--- config.mk ---
export PLATFORM = sky130hd
export DESIGN_NAME = dmc_ctrl
export DESIGN_NICKNAME = d
export VERILOG_FILES = /design/src/dmc_pkg.sv /design/src/dmc_pin_mux.sv /design/src/dmc_strap.sv /design/src/dmc_ctrl.sv
export VERILOG_INCLUDE_DIRS = /design/src
export SDC_FILE = /design/constraint.sdc
export NUM_CORES = 1
export LEC_CHECK = 0
export BUFFER_PORTS_ARGS = -buffer_cell sky130_fd_sc_hd__buf_2
export CAP_MARGIN = 20
export CORE_MARGIN = 2
export CORE_UTILIZATION = 50
export DETAILED_ROUTE_END_ITERATION = 6
export GPL_TIMING_DRIVEN = 1
export HOLD_SLACK_MARGIN = 0.15
export PLACE_DENSITY = 0.91
export SYNTH_ARGS = -nofsm -noshare
export SYNTH_HDL_FRONTEND = slang
export SYNTH_HIERARCHICAL = 1
export SYNTH_SLANG_ARGS = --single-unit
--- constraint.sdc ---
create_clock -name clk -period 4.95 [get_ports clk]
set_clock_uncertainty 0.15 [all_clocks]
set_input_delay 0.495 -clock clk [delete_from_list [all_inputs] [get_ports clk]]
set_output_delay 0.495 -clock clk [all_outputs]
set_load 0.005 [all_outputs]
--- src/dmc_map.svh ---
`ifndef DMC_MAP_SVH
`define DMC_MAP_SVH
// apb register byte offsets
`define DMC_CFG_ADDR        12'h000
`define DMC_STRAP_ADDR      12'h004
`define DMC_STATUS_ADDR     12'h008
`define DMC_CYCLE_ADDR      12'h00c
// cfg register field positions
`define DMC_CFG_WIDTH_BIT   0
`define DMC_CFG_FCSEL_BIT   1
`define DMC_CFG_PINFN_BIT   2
// cfg reset value: 32-bit bus, peripheral connector, pin function 0
`define DMC_CFG_RST         32'h0000_0002
// strap fields on the display memory data bus
`define DMC_STRAP_TYPE_HI   3
`define DMC_STRAP_TYPE_LO   2
`define DMC_STRAP_SIZE_HI   7
`define DMC_STRAP_SIZE_LO   5
// memory size codes
`define DMC_SIZE_4MB        3'b000
`define DMC_SIZE_2MB        3'b100
`define DMC_SIZE_1MB        3'b110
// dram type codes (1-cycle edo is 00)
`define DMC_TYPE_EDO1       2'b00
`define DMC_TYPE_FPM        2'b11
// memory cycle length in clocks
`define DMC_CYC_LEN         4'h4
// bit of the 22-bit byte address that picks the upper 2 MBytes
`define DMC_HI_ADDR_BIT     21
`endif

--- src/dmc_pkg.sv ---
`default_nettype none
package dmc_pkg;
   typedef enum logic [1:0] {DMC_FPM, DMC_EDO, DMC_EDO1} dmc_dram_t;
   typedef enum logic [1:0] {DMC_1MB, DMC_2MB, DMC_4MB} dmc_size_t;
   typedef struct packed {
      logic        wide;
      logic        legacy_fc;
      logic        pin_fn;
      logic        pci;
      dmc_dram_t   dram;
      dmc_size_t   size;
   } dmc_cfg_t;
   typedef struct packed {
      logic        ras_n;
      logic        ras_up_n;
      logic        oe_n;
      logic        oe2_n;
   } dmc_ctl_t;
endpackage
`default_nettype wire

--- src/dmc_pin_mux.sv ---
`timescale 1ns/100ps
`default_nettype none
`include "dmc_map.svh"
module dmc_pin_mux
   import dmc_pkg::*;
(
   input  wire dmc_cfg_t cfg,
   input  wire logic     cyc,
   input  wire logic     hi_half,
   input  wire logic     oe_act,
   output var dmc_ctl_t  ctl,
   output logic          shared_pin_n,
   output logic          bus64
);
   wire  fc_on   = cfg.legacy_fc;
   // width bit only widens for 2+ MBytes and never with the legacy connector
   assign bus64 = cfg.wide && cfg.size != DMC_1MB && !fc_on;
   wire  four   = cfg.size == DMC_4MB && cfg.pci;
   wire  lo_sel = !four || !hi_half;
   wire  up_sel = four && hi_half;
   assign ctl.ras_n    = !(cyc && lo_sel);
   assign ctl.ras_up_n = !(cyc && up_sel);
   assign ctl.oe_n     = !(cyc && oe_act);
   // second mbyte enable; held high when the bus is forced to 32 bits
   assign ctl.oe2_n    = !(cyc && oe_act && bus64);
   // shared pin: upper strobe only on pci with function 1
   assign shared_pin_n = !cfg.pci       ? ctl.oe_n :
                         cfg.pin_fn     ? ctl.ras_up_n :
                         cfg.dram == DMC_FPM ? ctl.oe_n : ctl.oe2_n;
endmodule
`default_nettype wire

--- src/dmc_strap.sv ---
`timescale 1ns/100ps
`default_nettype none
`include "dmc_map.svh"
module dmc_strap
   import dmc_pkg::*;
(
   input  wire logic        clk,
   input  wire logic        rst,
   input  wire logic [31:0] straps,
   output var dmc_dram_t    dram,
   output var dmc_size_t    size,
   output logic [7:0]       raw
);
   logic [7:0] raw_q;
   // caught while reset is held, so the last value before release stays
   always_ff @(posedge clk) begin
      if (rst) begin
         raw_q <= straps[7:0];
      end
   end
   wire [1:0] t = raw_q[`DMC_STRAP_TYPE_HI:`DMC_STRAP_TYPE_LO];
   wire [2:0] s = raw_q[`DMC_STRAP_SIZE_HI:`DMC_STRAP_SIZE_LO];
   assign raw  = raw_q;
   assign dram = t == `DMC_TYPE_FPM ? DMC_FPM : t == `DMC_TYPE_EDO1 ? DMC_EDO1 : DMC_EDO;
   assign size = s == `DMC_SIZE_4MB ? DMC_4MB : s == `DMC_SIZE_2MB ? DMC_2MB : DMC_1MB;
endmodule
`default_nettype wire

--- src/dmc_ctrl.sv ---
// Function
// - fast page, edo and 1-cycle edo; type taken from data bus straps
// - parts organised 256Kx4, 256Kx8 or 256Kx16 all accepted
// - one MByte always runs the data bus 32 bits wide
// - connector bit: 0 legacy multiplexed connector, 1 peripheral bus connector
// - two MBytes allow 64 bits unless legacy connector enabled
// - forced 32-bit bus holds the second MByte output enable high
// - edo, pci, function 0: shared pin carries second output enable
// - edo, 2MB, legacy connector: second enable held high all cycle
// - pci with function 1: shared pin drives the upper row strobe
// - vl-bus has no upper row strobe; memory capped at 2MB
// - first enable may drive both MBytes; 4MB expansion pci only
// - width bit 0 gives 32 bits; 1 gives 64 for 2MB or more on the peripheral connector
`timescale 1ns/100ps
`default_nettype none
`include "dmc_map.svh"
module dmc_ctrl
   import dmc_pkg::*;
(
   input  wire logic        clk,
   input  wire logic        rst,
   input  wire logic [31:0] display_memory_data_bus,
   input  wire logic        pci_bus,
   input  wire logic        psel,
   input  wire logic        penable,
   input  wire logic        pwrite,
   input  wire logic [11:0] paddr,
   input  wire logic [31:0] pwdata,
   output logic [31:0]      prdata,
   output logic             pready,
   output logic             pslverr,
   input  wire logic        mem_req,
   input  wire logic        mem_read,
   input  wire logic [21:0] mem_addr,
   output logic             mem_ack,
   output logic             row_strobe_n,
   output logic             first_output_enable_n,
   output logic             shared_pin_n,
   output logic             bus64
);
   ////////////////////////////////////////////////////////////////
   logic [31:0] cfg_q;
   logic [31:0] prdata_q;
   logic        pready_q;
   logic        pslverr_q;
   logic [31:0] cyc_cnt_q;
   dmc_dram_t   dram;
   dmc_size_t   size_raw;
   logic [7:0]  strap_raw;

   dmc_strap u_strap (
      .clk    (clk),
      .rst    (rst),
      .straps (display_memory_data_bus),
      .dram   (dram),
      .size   (size_raw),
      .raw    (strap_raw)
   );

   ////////////////////////////////////////////////////////////////
   // cycle sequencer
   typedef enum logic [1:0] {ST_IDLE, ST_ACT, ST_DONE} dmc_seq_t;
   dmc_seq_t   st_q;
   dmc_seq_t   st_d;
   logic [3:0] cnt_q;
   logic       read_q;
   logic       hi_q;
   wire        last = cnt_q == `DMC_CYC_LEN - 4'h1;
   // a request still high while the ack stands belongs to the cycle just ended
   wire        take = st_q == ST_IDLE && mem_req && !mem_ack;

   always_comb begin
      st_d = st_q;
      case (st_q)
         ST_IDLE: if (take) st_d = ST_ACT;
         ST_ACT:  if (last) st_d = ST_DONE;
         ST_DONE: st_d = ST_IDLE;
         default: st_d = ST_IDLE;
      endcase
   end

   // organisation does not change sequencing, only chip count
   always_ff @(posedge clk) begin
      if (rst) begin
         st_q   <= ST_IDLE;
         cnt_q  <= 4'h0;
         read_q <= 1'b0;
         hi_q   <= 1'b0;
      end else begin
         st_q  <= st_d;
         cnt_q <= (st_q == ST_ACT) ? cnt_q + 4'h1 : 4'h0;
         if (take) begin
            read_q <= mem_read;
            hi_q   <= mem_addr[`DMC_HI_ADDR_BIT];
         end
      end
   end

   ////////////////////////////////////////////////////////////////
   // vl-bus caps at two MBytes
   wire dmc_size_t size = (!pci_bus && size_raw == DMC_4MB) ? DMC_2MB : size_raw;
   dmc_cfg_t cfg;
   assign cfg.wide      = cfg_q[`DMC_CFG_WIDTH_BIT];
   assign cfg.legacy_fc = !cfg_q[`DMC_CFG_FCSEL_BIT];
   assign cfg.pin_fn    = cfg_q[`DMC_CFG_PINFN_BIT];
   assign cfg.pci       = pci_bus;
   assign cfg.dram      = dram;
   assign cfg.size      = size;

   wire cyc = st_q == ST_ACT;
   // fast page holds oe off for the first clock only, then drives it; edo drives it the whole cycle
   wire oe_act = read_q && (dram != DMC_FPM || cnt_q >= 4'h1);
   dmc_ctl_t ctl;
   logic     shared_d;
   logic     bus64_d;

   dmc_pin_mux u_mux (
      .cfg          (cfg),
      .cyc          (cyc),
      .hi_half      (hi_q),
      .oe_act       (oe_act),
      .ctl          (ctl),
      .shared_pin_n (shared_d),
      .bus64        (bus64_d)
   );

   always_ff @(posedge clk) begin
      if (rst) begin
         row_strobe_n          <= 1'b1;
         first_output_enable_n <= 1'b1;
         shared_pin_n          <= 1'b1;
         bus64                 <= 1'b0;
         mem_ack               <= 1'b0;
      end else begin
         row_strobe_n          <= ctl.ras_n;
         first_output_enable_n <= ctl.oe_n;
         shared_pin_n          <= shared_d;
         bus64                 <= bus64_d;
         mem_ack               <= st_q == ST_DONE;
      end
   end

   ////////////////////////////////////////////////////////////////
   // apb slave, one wait state: pready rises one cycle into the access phase
   wire acc      = psel && penable && !pready_q;
   // writes land at the edge where the master sees pready
   wire done     = psel && penable && pready_q;
   wire a_cfg    = paddr == `DMC_CFG_ADDR;
   wire a_strap  = paddr == `DMC_STRAP_ADDR;
   wire a_stat   = paddr == `DMC_STATUS_ADDR;
   wire a_cyc    = paddr == `DMC_CYCLE_ADDR;
   wire mapped   = a_cfg || a_strap || a_stat || a_cyc;
   wire [31:0] status = {26'h000_0000, cfg.legacy_fc, bus64_d, size, dram};
   wire [31:0] rd_mux = a_cfg   ? cfg_q :
                        a_strap ? {24'h00_0000, strap_raw} :
                        a_stat  ? status :
                        a_cyc   ? cyc_cnt_q : 32'h0000_0000;

   always_ff @(posedge clk) begin
      if (rst) begin
         cfg_q     <= `DMC_CFG_RST;
         pready_q  <= 1'b0;
         pslverr_q <= 1'b0;
         prdata_q  <= 32'h0000_0000;
         cyc_cnt_q <= 32'h0000_0000;
      end else begin
         pready_q  <= acc;
         pslverr_q <= acc && !mapped;
         prdata_q  <= (acc && !pwrite) ? rd_mux : 32'h0000_0000;
         // only low three bits are writable
         if (done && pwrite && a_cfg) cfg_q <= {29'h0000_0000, pwdata[2:0]};
         if (mem_ack) cyc_cnt_q <= cyc_cnt_q + 32'h0000_0001;
      end
   end

   assign pready  = pready_q;
   assign pslverr = pslverr_q;
   assign prdata  = prdata_q;
endmodule
`default_nettype wire

==> key figures <==
CTS
  • Post-CTS setup buffers: 0
  • # H-tree levels: 3
  • Clock Path Buffers: 2
  • Clock transition at path regs: 0.08 ns
  • Clock root buffer: clkbuf_8
  • Clock sinks: 90
  • CTS tree: built
  • CTS Buf Count: 9
  • Worst-Skew Late Latency: between 0.3 and 0.4 ns

Floorplan
  • Core footprint: roughly 7200 um2
  • FP Rows: 31
  • Starting Density: around half
  • Die Ht: around 90 um
  • Die area: just over 8000 um2
  • IO Count: approximately 150
  • Die W: 89.8 um

Worst setup path
  • Critical Path RT: 5.08 ns
  • Critical path arrival: approximately 2.5 ns
  • Crit end category: register
  • Max FO, Critical Path: 12
  • Worst setup path category: register to register
  • Worst Setup Start Kind: register

Final layout
  • Fill cells: 590
  • Most frequent cells in the layout: 82 x dfxtp_1, 70 x buf_2, 40 x nor2_1
  • Nets@finish: about 560
  • Antenna diodes: 0
  • Share of cells above drive strength 1: between 20% and 30%
  • Final Util: about three fifths
  • Non-filler cells, final: 550
  • Leading cell type in the layout, fill and taps excluded: dfxtp_1
  • Synth-to-layout area growth: 16.7%

Synthesis
  • Cell Area, Synth: between 3000 and 4000 um2
  • Post-Syn Instances: between 300 and 400
  • Syn Nets: 489
  • Synth warnings: 6
  • Syn_area_per_cell: slightly below 10 um2

Global routing
  • Vias in the first global route: approximately 3k
  • Pin count of the biggest net entering global routing: between 50 and 60
  • First-pass GRT wire length: approximately 13,000 um
  • Total Routing Usage GR: between 10% and 20%
  • Initial antenna violation count: 0
  • Gr ovfl total: 0

Place
  • Place WS: roughly 2.5 ns
  • GP Congestion: a little over 0.8
  • Placed insts: roughly 530
  • IO Port Bufs: 70
  • HPWL after DPL: about 5500 um

STA
  • RSZ-0062 raised after global routing: false
  • Min Tclk post-route: approximately 2.4 ns
  • Count of pins over their slew limit: 0
  • Setup_tns: 0 ns
  • Final setup margin: 2.59 ns
  • Final setup vio count: 0
  • F_max: roughly 420 MHz
  • Relative slew slack: between 30 and 40%
  • Tcrit/Tclk final: 47.8%
  • Final hold viol count: 0
  • Worst-Margin Slew: 1.04 ns

Job
  • Max Cap Viol: 0

Worst hold path
  • Hold crit path type: primary input to register

Route
  • Vias: around 3k
  • Final ANT Viol Nets: 0
  • 1st-pass router iterations: 5
  • DR iter-0 viols: ~150
  • Routed wire per std cell: 14.2 um
  • Drt via density: 5.58
  • Routed wire length: just under 8000 um
  • Post-route DRC: 0

Status
  • Run status: finished, final reports clean

Power and ir drop
  • Total power: about 1.3 mW
  • Pwr Density: 300 nW/um2
  • LEAKAGE: 1.73 nW
  • Worst vdd ir: between 0.00015 and 0.0002 V
per-layer routing:
metal | up-vias | part of all wire (%) | wire, um | track usage [%]
met5 | - | 0 | 0 | 0
met1 | 1449 | 41 | 3200 | 22.7
met4 | 0 | 2.0 | 155 | 6.41
met3 | 19 | 6.2 | 488 | 6.12
met2 | 121 | 51 | 3990 | 35.1
li1 | 1481 | - | - | -
per-stage QoR:
stage / hold slack [ns] / instance area (um2)
after floorplan: 0.262 / 3680
after global placement: 0.273 / 4070
after detailed placement: 0.289 / 4070
after CTS: 0.157 / 4300
after global routing: 0.152 / 4300
final: 0.165 / 4300
worst paths after layout:
kind,from,end,slack [ns],depth (start not counted)
max,mem_ack,cyc_cnt_q[24],2.59,4
min,display_memory_data_bus[0],u_strap/raw[0],0.16,1
max reg2reg,mem_ack,cyc_cnt_q[24],2.59,4
min reg2reg,st_q[0],mem_ack,0.34,1
area by class of cell:
cell class | instances | area [um2] | share of cell area (%)
Multi-Input combinational cell | 260 | 1670 | 38.8
Sequential cell | 90 | 1880 | 43.8
Timing Repair Buffer | 74 | 388 | 9.02
Tap cell | 99 | 124 | 2.88
Clock buffer | 10 | 149 | 3.46
Inverter | 11 | 41.3 | 0.960
Clock inverter | 6 | 47.5 | 1.11
repair_timing:
action,4_1_cts,5_1_grt
gates resized for setup,0,0
hold endpoints to repair,3,0
hold buffers,3,0
endpoints found under the setup margin,0,0
critical path: stages (launching register included):
cell and delay, ns:
dfxtp_1 0.54, and4_1 0.50, nand2_1 0.34, or4_1 0.59, a21oi_1 0.16
report_power, final:
| group | leakage [nW] | switching [mW] | internal (mW) | total [mW] |
|---|---|---|---|---|
| logic | 0.893 | 0.0335 | 0.0270 | 0.0605 |
| registers | 0.740 | 0.00644 | 0.743 | 0.750 |
| clock network | 0.0980 | 0.264 | 0.216 | 0.480 |
registers in the layout, summed over array words and instances, names as in the netlist, 2 cells and up:
register	count
u_strap/raw	8
st_q	2
cfg_q	3
cyc_cnt_q	32
cnt_q	4
prdata	32
No activity file was read; power rests on OpenSTA's default activity.
